File: src/rtl/wdsw_pkg.sv
// package: constants and types for the watchdog / sleep-wake controller
package wdsw_pkg;

  // ****************************************
  // register map (byte addresses)
  // ****************************************
  localparam logic [7:0] WDSW_ADDR_WDCTL  = 8'h00;
  localparam logic [7:0] WDSW_ADDR_OPTION = 8'h04;
  localparam logic [7:0] WDSW_ADDR_STATUS = 8'h08;
  localparam logic [7:0] WDSW_ADDR_CMD    = 8'h0C;

  // ****************************************
  // fields and reset values
  // ****************************************
  localparam int         WDSW_EN_BIT      = 0;
  localparam int         WDSW_PS_LSB      = 1;
  localparam int         WDSW_PS_W        = 4;
  localparam logic [4:0] WDSW_WDCTL_RST   = 5'h08;
  localparam logic [7:0] WDSW_OPTION_RST  = 8'hFF;
  localparam logic [3:0] WDSW_PS_MAX      = 4'hB;
  localparam int         WDSW_BASE_LOG2   = 5;
  localparam int         WDSW_CNT_W       = 17;
  localparam logic [15:0] WDSW_INT_VECTOR = 16'h0004;

  // command register bits
  localparam int         WDSW_CMD_SLEEP   = 0;
  localparam int         WDSW_CMD_CLRWDT  = 1;

  // status register bits
  localparam int         WDSW_ST_PD       = 0;
  localparam int         WDSW_ST_TO       = 1;
  localparam int         WDSW_ST_ASLEEP   = 2;

  localparam logic [1:0] WDSW_RESP_OKAY   = 2'h0;
  localparam logic [1:0] WDSW_RESP_SLVERR = 2'h2;

  typedef enum logic [1:0] {
    WDSW_RUN,
    WDSW_SLEEP,
    WDSW_WAKE
  } wdsw_state_t;

endpackage

File: src/rtl/wdsw_top.sv
// watchdog timer with sleep entry and wake-up sequencing
`timescale 1ns/1ns
module wdsw_top
  import wdsw_pkg::*;
#(
  parameter int NUM_IRQ = 8
) (
  // clock and reset
  input  wire logic                 clk,
  input  wire logic                 resetn,
  // axi4-lite write address / data / response
  input  wire logic [7:0]           s_axi_awaddr,
  input  wire logic                 s_axi_awvalid,
  output logic                      s_axi_awready,
  input  wire logic [31:0]          s_axi_wdata,
  input  wire logic [3:0]           s_axi_wstrb,
  input  wire logic                 s_axi_wvalid,
  output logic                      s_axi_wready,
  output logic [1:0]                s_axi_bresp,
  output logic                      s_axi_bvalid,
  input  wire logic                 s_axi_bready,
  // axi4-lite read
  input  wire logic [7:0]           s_axi_araddr,
  input  wire logic                 s_axi_arvalid,
  output logic                      s_axi_arready,
  output logic [31:0]               s_axi_rdata,
  output logic [1:0]                s_axi_rresp,
  output logic                      s_axi_rvalid,
  input  wire logic                 s_axi_rready,
  // configuration and pins
  input  wire logic                 configWatchdogEnable,
  input  wire logic                 masterClearInput_n,
  // core side
  input  wire logic                 sleepExec,
  input  wire logic                 globalInterruptEnable,
  input  wire logic [NUM_IRQ-1:0]   irqEnable,
  input  wire logic [NUM_IRQ-1:0]   irqFlag,
  input  wire logic [NUM_IRQ-1:0]   irqSleepCapable,
  input  wire logic                 timerOneAsync,
  input  wire logic                 adcOnInternalRc,
  input  wire logic                 timerOneIrq,
  input  wire logic                 adcDoneIrq,
  // status outputs
  output logic                      powerDownFlag,
  output logic                      timeoutFlag,
  output logic                      oscDriverOn,
  output logic                      portHold,
  output logic                      coreResume,
  output logic                      prefetchNext,
  output logic                      branchVector,
  output logic                      watchdogResetReq,
  output logic                      masterClearResetReq
);

  // ****************************************
  // parameter checks
  // ****************************************
  if (NUM_IRQ < 1 || NUM_IRQ > 24) begin : g_chk
    $error("NUM_IRQ must be 1..24");
  end

  function automatic logic [WDSW_CNT_W-1:0] psLimit(input logic [3:0] code);
    logic [WDSW_CNT_W-1:0] one;
    one = {{(WDSW_CNT_W-1){1'b0}}, 1'b1};
    psLimit = (one << (WDSW_BASE_LOG2 + int'(code))) - one;
  endfunction

  // ****************************************
  // master clear pin synchroniser
  // ****************************************
  logic mclrS1_r, mclrS2_r, mclrS3_r, mclrLow_r;
  always_ff @(posedge clk or negedge resetn) begin
    if (!resetn) begin
      mclrS1_r <= 1'b1;
      mclrS2_r <= 1'b1;
      mclrS3_r <= 1'b1;
      mclrLow_r <= 1'b0;
    end else begin
      mclrS1_r <= masterClearInput_n;
      mclrS2_r <= mclrS1_r;
      mclrS3_r <= mclrS2_r;
      // a glitch shorter than two cycles never reaches the reset logic
      if (mclrS2_r == mclrS3_r) begin
        mclrLow_r <= !mclrS3_r;
      end
    end
  end

  // ****************************************
  // axi4-lite slave
  // ****************************************
  logic [4:0]  wdCtl_r;
  logic [7:0]  option_r;
  logic [7:0]  awAddr_r;
  logic [31:0] wData_r;
  logic        awHave_r, wHave_r;
  logic        wrFire, cmdSleep, cmdClrWdt;
  logic        mclrRst;

  // a master clear acts as a device reset on everything but the pin logic, the axi4-lite slave and the core-facing output registers
  assign mclrRst = mclrLow_r;
  // an open response holds off the next write until the master takes it
  assign wrFire  = awHave_r && wHave_r && !s_axi_bvalid;
  assign cmdSleep  = wrFire && awAddr_r == WDSW_ADDR_CMD && wData_r[WDSW_CMD_SLEEP];
  assign cmdClrWdt = wrFire && awAddr_r == WDSW_ADDR_CMD && wData_r[WDSW_CMD_CLRWDT];

  always_ff @(posedge clk or negedge resetn) begin
    if (!resetn) begin
      awHave_r <= 1'b0;
      wHave_r <= 1'b0;
      awAddr_r <= 8'h00;
      wData_r <= 32'h0000_0000;
      s_axi_awready <= 1'b0;
      s_axi_wready <= 1'b0;
      s_axi_bvalid <= 1'b0;
      s_axi_bresp <= WDSW_RESP_OKAY;
    end else begin
      s_axi_awready <= !awHave_r && !s_axi_awready && s_axi_awvalid;
      s_axi_wready <= !wHave_r && !s_axi_wready && s_axi_wvalid;
      if (s_axi_awvalid && s_axi_awready) begin
        awHave_r <= 1'b1;
        awAddr_r <= s_axi_awaddr;
      end
      if (s_axi_wvalid && s_axi_wready) begin
        wHave_r <= 1'b1;
        wData_r <= s_axi_wdata;
      end
      if (wrFire) begin
        awHave_r <= 1'b0;
        wHave_r <= 1'b0;
        s_axi_bvalid <= 1'b1;
        s_axi_bresp <= (awAddr_r <= WDSW_ADDR_CMD) ? WDSW_RESP_OKAY : WDSW_RESP_SLVERR;
      end else if (s_axi_bvalid && s_axi_bready) begin
        s_axi_bvalid <= 1'b0;
      end
    end
  end

  // control registers; a watchdog reset also restores them
  logic wdReset_r;
  always_ff @(posedge clk or negedge resetn) begin
    if (!resetn) begin
      wdCtl_r <= WDSW_WDCTL_RST;
      option_r <= WDSW_OPTION_RST;
    end else if (mclrRst || wdReset_r) begin
      wdCtl_r <= WDSW_WDCTL_RST;
      option_r <= WDSW_OPTION_RST;
    end else if (wrFire && s_axi_wstrb[0]) begin
      // only byte lane 0 carries implemented bits
      if (awAddr_r == WDSW_ADDR_WDCTL) begin
        wdCtl_r <= wData_r[4:0];
      end
      if (awAddr_r == WDSW_ADDR_OPTION) begin
        option_r <= wData_r[7:0];
      end
    end
  end

  // ****************************************
  // watchdog counter
  // ****************************************
  logic        wdEnabled, wdExpire, psValid;
  logic [WDSW_CNT_W-1:0] wdCnt_r;
  wdsw_state_t state_r;
  logic        wakeReq, sleepAccept, wakeEvent;

  assign wdEnabled = configWatchdogEnable || wdCtl_r[WDSW_EN_BIT];
  // reserved codes never expire rather than alias a legal period
  assign psValid  = wdCtl_r[WDSW_PS_LSB +: WDSW_PS_W] <= WDSW_PS_MAX;
  assign wdExpire = wdEnabled && psValid &&
                    wdCnt_r == psLimit(wdCtl_r[WDSW_PS_LSB +: WDSW_PS_W]);

  // dropping the enable restarts the count, so re-enabling gives a full period
  always_ff @(posedge clk or negedge resetn) begin
    if (!resetn) begin
      wdCnt_r <= '0;
    end else if (mclrRst || !wdEnabled || wdExpire || cmdClrWdt) begin
      wdCnt_r <= '0;
    end else if (sleepAccept || wakeEvent) begin
      wdCnt_r <= '0;
    end else begin
      wdCnt_r <= wdCnt_r + 1'b1;
    end
  end

  // ****************************************
  // sleep / wake sequencing
  // ****************************************
  logic [NUM_IRQ-1:0] irqWakeCapable;
  logic pendIrq;
  assign irqWakeCapable = irqEnable & irqFlag & irqSleepCapable;
  // enable, flag and sleep-capable mask decide; the global enable is not consulted
  assign pendIrq = (|irqWakeCapable) ||
                   (timerOneIrq && timerOneAsync) ||
                   (adcDoneIrq && adcOnInternalRc);
  assign wakeReq = pendIrq;
  // a wake condition already present turns the sleep into a no-op
  assign sleepAccept = state_r == WDSW_RUN && (sleepExec || cmdSleep) && !wakeReq;
  assign wakeEvent = state_r == WDSW_SLEEP && (pendIrq || wdExpire);

  always_ff @(posedge clk or negedge resetn) begin
    if (!resetn) begin
      state_r <= WDSW_RUN;
    end else if (mclrRst) begin
      state_r <= WDSW_RUN;
    end else begin
      unique case (state_r)
        WDSW_RUN:   if (sleepAccept) state_r <= WDSW_SLEEP;
        WDSW_SLEEP: if (wakeEvent) state_r <= WDSW_WAKE;
        WDSW_WAKE:  state_r <= WDSW_RUN;
        default:    state_r <= WDSW_RUN;
      endcase
    end
  end

  // status flags: power-down set at power-up, both restored by master clear
  // sleep entry outranks a same-cycle expiry so the sleep still completes
  always_ff @(posedge clk or negedge resetn) begin
    if (!resetn) begin
      powerDownFlag <= 1'b1;
      timeoutFlag <= 1'b1;
    end else if (mclrRst) begin
      powerDownFlag <= 1'b1;
      timeoutFlag <= 1'b1;
    end else if (sleepAccept) begin
      powerDownFlag <= 1'b0;
      timeoutFlag <= 1'b1;
    end else if (wdExpire) begin
      timeoutFlag <= 1'b0;
    end else if (cmdClrWdt) begin
      powerDownFlag <= 1'b1;
      timeoutFlag <= 1'b1;
    end
  end

  // core-facing outputs
  // oscillator and port hold share one term so they can never disagree
  always_ff @(posedge clk or negedge resetn) begin
    if (!resetn) begin
      oscDriverOn <= 1'b1;
      portHold <= 1'b0;
      coreResume <= 1'b0;
      prefetchNext <= 1'b0;
      branchVector <= 1'b0;
      watchdogResetReq <= 1'b0;
      wdReset_r <= 1'b0;
      masterClearResetReq <= 1'b0;
    end else begin
      oscDriverOn <= !(sleepAccept || (state_r == WDSW_SLEEP && !wakeEvent));
      portHold <= sleepAccept || (state_r == WDSW_SLEEP && !wakeEvent);
      prefetchNext <= sleepAccept;
      coreResume <= wakeEvent;
      branchVector <= wakeEvent && pendIrq && globalInterruptEnable;
      // awake expiry resets internally; the master clear pin is input only
      watchdogResetReq <= wdExpire && state_r != WDSW_SLEEP && !mclrRst;
      wdReset_r <= wdExpire && state_r != WDSW_SLEEP && !mclrRst;
      masterClearResetReq <= mclrRst;
    end
  end

  // ****************************************
  // register reads
  // ****************************************
  always_ff @(posedge clk or negedge resetn) begin
    if (!resetn) begin
      s_axi_arready <= 1'b0;
      s_axi_rvalid <= 1'b0;
      s_axi_rdata <= 32'h0000_0000;
      s_axi_rresp <= WDSW_RESP_OKAY;
    end else begin
      s_axi_arready <= !s_axi_rvalid && !s_axi_arready && s_axi_arvalid;
      if (s_axi_arvalid && s_axi_arready) begin
        s_axi_rvalid <= 1'b1;
        s_axi_rresp <= WDSW_RESP_OKAY;
        unique case (s_axi_araddr)
          WDSW_ADDR_WDCTL:  s_axi_rdata <= {27'h0, wdCtl_r};
          WDSW_ADDR_OPTION: s_axi_rdata <= {24'h0, option_r};
          WDSW_ADDR_STATUS: s_axi_rdata <= {29'h0, state_r == WDSW_SLEEP,
                                            timeoutFlag, powerDownFlag};
          WDSW_ADDR_CMD:    s_axi_rdata <= 32'h0000_0000;
          default: begin
            s_axi_rdata <= 32'h0000_0000;
            s_axi_rresp <= WDSW_RESP_SLVERR;
          end
        endcase
      end else if (s_axi_rvalid && s_axi_rready) begin
        s_axi_rvalid <= 1'b0;
      end
    end
  end

  // ****************************************
  // assertions
  // ****************************************
  a_sleep_flags: assert property (@(posedge clk) disable iff (!resetn)
    sleepAccept && !mclrRst |=> !powerDownFlag && timeoutFlag)
    else $error("sleep entry flags wrong");
  a_noop_sleep: assert property (@(posedge clk) disable iff (!resetn)
    state_r == WDSW_RUN && sleepExec && wakeReq && !mclrRst |=> state_r == WDSW_RUN)
    else $error("sleep taken while wake pending");
  a_wake_count: assert property (@(posedge clk) disable iff (!resetn)
    wakeEvent && !mclrRst |=> wdCnt_r == '0)
    else $error("count not cleared on wake");
  a_osc_off: assert property (@(posedge clk) disable iff (!resetn)
    state_r == WDSW_SLEEP && $past(state_r) == WDSW_SLEEP && !$past(wakeEvent)
      |-> !oscDriverOn && portHold)
    else $error("oscillator running in sleep");
  a_wd_forced: assert property (@(posedge clk) disable iff (!resetn)
    configWatchdogEnable |-> wdEnabled)
    else $error("config enable ignored");
  a_sleep_expire: assert property (@(posedge clk) disable iff (!resetn)
    wdExpire && state_r == WDSW_SLEEP |=> !watchdogResetReq ##1 state_r == WDSW_RUN)
    else $error("sleep expiry caused reset");
  a_awake_expire: assert property (@(posedge clk) disable iff (!resetn)
    wdExpire && state_r == WDSW_RUN && !mclrRst |=> watchdogResetReq ##1 wdCtl_r == WDSW_WDCTL_RST)
    else $error("awake expiry missed reset");
  a_vector_ge: assert property (@(posedge clk) disable iff (!resetn)
    wakeEvent && pendIrq && !globalInterruptEnable |=> coreResume && !branchVector)
    else $error("vector taken with global disabled");
  a_prefetch: assert property (@(posedge clk) disable iff (!resetn)
    sleepAccept |=> prefetchNext)
    else $error("no prefetch on sleep");
  a_timeout_clr: assert property (@(posedge clk) disable iff (!resetn)
    wdExpire && !sleepAccept && !mclrRst |=> !timeoutFlag)
    else $error("timeout flag not cleared");
  // master clear overrides the state, counter, flags and control registers, so most properties leave it out
  a_ctl_master_clear_input: assert property (@(posedge clk) disable iff (!resetn)
    mclrRst |=> wdCtl_r == WDSW_WDCTL_RST && option_r == WDSW_OPTION_RST)
    else $error("control not restored by master clear");
  a_master_clear_input_reset: assert property (@(posedge clk) disable iff (!resetn)
    mclrRst |=> masterClearResetReq && state_r == WDSW_RUN)
    else $error("master clear did not reset");
  a_sleep_count: assert property (@(posedge clk) disable iff (!resetn)
    sleepAccept && !mclrRst |=> wdCnt_r == '0 && state_r == WDSW_SLEEP)
    else $error("count not cleared on sleep");
  a_noop_flags: assert property (@(posedge clk) disable iff (!resetn)
    state_r == WDSW_RUN && sleepExec && wakeReq && !mclrRst && !cmdClrWdt
      |=> powerDownFlag == $past(powerDownFlag))
    else $error("no-op sleep changed power-down flag");
  a_wake_resume: assert property (@(posedge clk) disable iff (!resetn)
    wakeEvent && !mclrRst |=> coreResume && !watchdogResetReq)
    else $error("wake did not resume execution");
  a_irq_wake: assert property (@(posedge clk) disable iff (!resetn)
    state_r == WDSW_SLEEP && (|irqWakeCapable) && !mclrRst |=> coreResume)
    else $error("enabled interrupt did not wake");
  a_vector_on: assert property (@(posedge clk) disable iff (!resetn)
    wakeEvent && pendIrq && globalInterruptEnable |=> coreResume && branchVector)
    else $error("vector not taken with global enabled");
  a_osc_back: assert property (@(posedge clk) disable iff (!resetn)
    coreResume |-> oscDriverOn && !portHold)
    else $error("oscillator off after wake");

endmodule

File: config.mk
export PLATFORM = sky130hd
export DESIGN_NAME = wdsw_top
export DESIGN_NICKNAME = d
export VERILOG_FILES = /design/src/rtl/wdsw_pkg.sv /design/src/rtl/wdsw_top.sv
export SDC_FILE = /design/constraint.sdc
export NUM_CORES = 1
export LEC_CHECK = 0
export BUFFER_PORTS_ARGS = -buffer_cell sky130_fd_sc_hd__buf_2
export CAP_MARGIN = 5
export CORE_UTILIZATION = 45
export DETAILED_ROUTE_END_ITERATION = 10
export GPL_TIMING_DRIVEN = 0
export PLACE_DENSITY = 0.69
export REMOVE_ABC_BUFFERS = 1
export SYNTH_ARGS = -nofsm -noshare
export SYNTH_HDL_FRONTEND = slang
export SYNTH_SLANG_ARGS = --single-unit
File: constraint.sdc
create_clock -name clk -period 2.6 [get_ports clk]
set_input_delay 0.65 -clock clk [delete_from_list [all_inputs] [get_ports clk]]
set_output_delay 0.65 -clock clk [all_outputs]
set_load 0.005 [all_outputs]
==> flow_summary.toml <==
[run_status]
status = "finished, final reports clean"

[cells_and_area]
design.final.nets = 592
drive_above_1_share_pct = 34.1
syn2layout_area_growth_pct = 12.3
insertedDiodeCount = 0
layout.core_utilization_pct = 52.8
final.fill_count = 877

[setup_path]
slowest_stage = "sky130_fd_sc_hd__dfstp_4"
crit_arrival_ns = 2.66
worst_ep_required_time_ns = 2.84
max_stage_delay_ns = 0.75
setup.worst_path.start = "wdCtl_r[3]"
crit_chain = "inv_2, nor4_1, o21ai_0, a211oi_1, nand3_1, a2111oi_2"
ff2ff_setup_slack_ns = 0.17
timing.critical_path.from_type = "flip-flop"
endpoint_kind = "flip-flop"
timing.reg2reg.worst_path_depth = 6
regToRegStartpoint = "wdCtl_r[3]"
r2r_end = "state_r[1]"
setup.worst_path.class = "reg2reg"
timing.critical_path.fanout_max = 21

[global_route]
globalRouteOverflowTotal = 0
globalRoute.busiestLayer = "met2"
grtUsageTotal_pct = 19.1
vias_in_the_first_global_route = 3127
grt_util_met2_pct = 30.8
gr-usage-met3_pct = 4.02
grt_max_degree = 68
grt_util_met1_pct = 25.8
grt_pass1_wl_um = 15200
grt_antenna_before_repair = 0

[clocking]
insertion_delay_ns = 0.36
root_buffer = "sky130_fd_sc_hd__clkbuf_8"
clockBufferDepth = 2
postCtsHoldBufs = 0
cts_tree = "yes"
worst_setup_hold_path_clk_slew_ns = 0.09
cts-htree-levels = 3
postCtsSetupBuffers = 0
clkSinkCount = 78
cts_inserted_buffers = 9

[timing]
drv_slew = 0
worst_slew_pin_slew_ns = 0.644
timing_hold_violations_final = 0
relSlewSlack_pct = 57.0
fin_crit_ns = 2.43
clock.fmax_mhz = 412
worst_clock_skew_ns = 0.0171
fin_setup_tns_ns = 0
grt_setup_unrepaired = "false"
final.hold.worst_slack_ns = 0.133
fin_crit_sh_pct = 93.3
setup_viol_count_final = 0

[pwr]
power_frac_comb_pct = 17.1
sequentialPowerShare_pct = 53.8
clock_power_share_pct = 29.1
powerDensity_nw_per_um2 = 582
irDropWorstVdd_mv = 0.480
cellLeakagePower_nw = 2.15
power.switching_w = 0.000866
post-layout-total-power_w = 0.00288
switching_part_of_the_total_pct = 30.0
cell_internal_pwr_w = 0.00202

[synthesis]
netlist_cell_types = 73
number_of_enable_flip_flop_cells_after_synthesis = 0
post-synth-top-area-fraction_pct = 35.8
yosys_warnings = 0
synth.area.top_cells = "sky130_fd_sc_hd__dfrtp_1 36%, sky130_fd_sc_hd__dfstp_2 8.9%, sky130_fd_sc_hd__buf_4 5.1%, sky130_fd_sc_hd__mux2_2 4.1%, sky130_fd_sc_hd__nand2_1 3.5%"
postSynthRegisterBits = 78
synth-main-ff-cell = "sky130_fd_sc_hd__dfrtp_1"
syn_avg_cell_area_um2 = 10.4
syn_area_um2 = 4410
yosysMostFrequentCell = "sky130_fd_sc_hd__dfrtp_1"
fraction_of_the_yosys_area_taken_by_sequential_cells_pct = 44.7
ys_async_sr_fraction_pct = 100
synthDominantAreaCellType = "sky130_fd_sc_hd__dfrtp_1"
syn-instance-count = 423
post_synth_most_frequent_cells = "63 x sky130_fd_sc_hd__dfrtp_1, 41 x sky130_fd_sc_hd__nand2_1, 30 x sky130_fd_sc_hd__buf_4"

[run]
maxCapViolations = 0

[drt]
post-route-drc-count = 0
route.vias.total = 3380
drt_first_iter_violations = 193
antenna_violating_nets_post_route = 0
detailed_routing_iteration_count_for_the_pre_antenna_repair_pass = 4
wirelength_um = 9270
viasPerCell = 5.34
route.detailed.wl_per_inst_um = 14.6

[floorplan]
initial_core_util_pct = 47.0
die_area_um2 = 10200
io_pins = 141
die_w_um = 101
die_h_um = 101
core_region_area_um2 = 9370
placementRows = 35

[place]
portBuffers = 87
place_hpwl_um = 6780
place.gp.congestion = 0.888

[min_path]
hold_path.class = "in2async"
## stage by stage
step | cell area, um^2 | cells | setup WS, ns
2_1_floorplan | 4140 | 400 | 0.520
3_3_place_gp | 4730 | 616 | -0.0311
3_5_place_dp | 4760 | 617 | -0.0442
4_1_cts | 4950 | 633 | 0.166
5_1_grt | 4950 | 633 | 0.0134
6_report | 4950 | 633 | 0.174
## cell type report
class / count / area (um^2) / share of cell area [%]
clock buffers: 9 / 124 / 2.50
clock inverters: 7 / 57.6 / 1.16
inverters: 14 / 52.6 / 1.06
multi-input cells: 308 / 2110 / 42.7
flip-flops and latches: 78 / 1980 / 39.9
well taps: 129 / 161 / 3.26
repair buffers: 88 / 465 / 9.40
## how the worst max path moves through the flow
stage                endpoint
2_1_floorplan  s_axi_rdata[5]
3_5_place_dp       state_r[1]
3_3_place_gp       state_r[1]
5_1_grt            state_r[1]
4_1_cts            state_r[1]
6_report           state_r[1]
## flip-flops by register name (all words and copies together), names as in the netlist, 2 cells and up
| name | flops |
|---|---|
| option_r | 8 |
| wdCtl_r | 5 |
| s_axi_rdata | 8 |
| state_r | 2 |
| wData_r | 8 |
| awAddr_r | 8 |
| wdCnt_r | 17 |
## cell families after synthesis
kind of cell / after synthesis / share of synthesized area (%)
AO/OA/AOI/OAI: 67 / 11.0
XOR/XNOR: 17 / 3.38
adder cells (fa/ha/maj): 2 / 0.568
buffers and inverters: 63 / 9.57
flip-flops: 78 / 44.7
multiplexers: 25 / 6.13
other: 2 / 0.170
AND/OR/NAND/NOR: 169 / 24.5
## per-layer routing
layer | wire (um) | part of all wire, %
met5 | 0 | 0
met4 | 62 | 0.67
met3 | 647 | 7.0
met2 | 4420 | 48
met1 | 4140 | 45
## worst max-delay path: cells and delay by family, from the launching register on
family | cells | cell delay [ns]
simple gates | 2 | 0.49
compound gates | 3 | 0.94
buf+inv | 1 | 0.13
flops | 1 | 0.75
## what timing repair did
action | CTS | global route
endpoints found under the setup margin | 2 | 1
resized for setup | 1 | 2
endpoints found under the hold margin | 0 | 0
## layout by cell type (no fill, tap or decap), types with 4 or more instances in the layout
master and count:
sky130_fd_sc_hd__a21oi_1 9, sky130_fd_sc_hd__a31oi_1 4, sky130_fd_sc_hd__buf_2 86, sky130_fd_sc_hd__clkbuf_8 9, sky130_fd_sc_hd__conb_1 28, sky130_fd_sc_hd__dfrtp_1 62
sky130_fd_sc_hd__dfstp_2 14, sky130_fd_sc_hd__inv_1 12, sky130_fd_sc_hd__mux2_2 16, sky130_fd_sc_hd__mux2i_1 9, sky130_fd_sc_hd__nand2_1 41, sky130_fd_sc_hd__nand2b_1 5
sky130_fd_sc_hd__nand3_1 26, sky130_fd_sc_hd__nand4_1 6, sky130_fd_sc_hd__nor2_1 18, sky130_fd_sc_hd__nor2b_1 6, sky130_fd_sc_hd__nor3_1 12, sky130_fd_sc_hd__nor4_2 12
sky130_fd_sc_hd__nor4b_2 5, sky130_fd_sc_hd__o21ai_0 16, sky130_fd_sc_hd__xnor2_1 15
## power by group through the flow
stage,Combinational (W),Clock (W),Sequential [W]
after floorplan,0.000324,0,0.00153
after detailed placement,0.000498,0,0.00158
final,0.000492,0.000840,0.00155
after global placement,0.000472,0,0.00156
after CTS,0.000499,0.000874,0.00155
after global routing,0.000553,0.000926,0.00158
No activity file was read; power rests on OpenSTA's default activity.
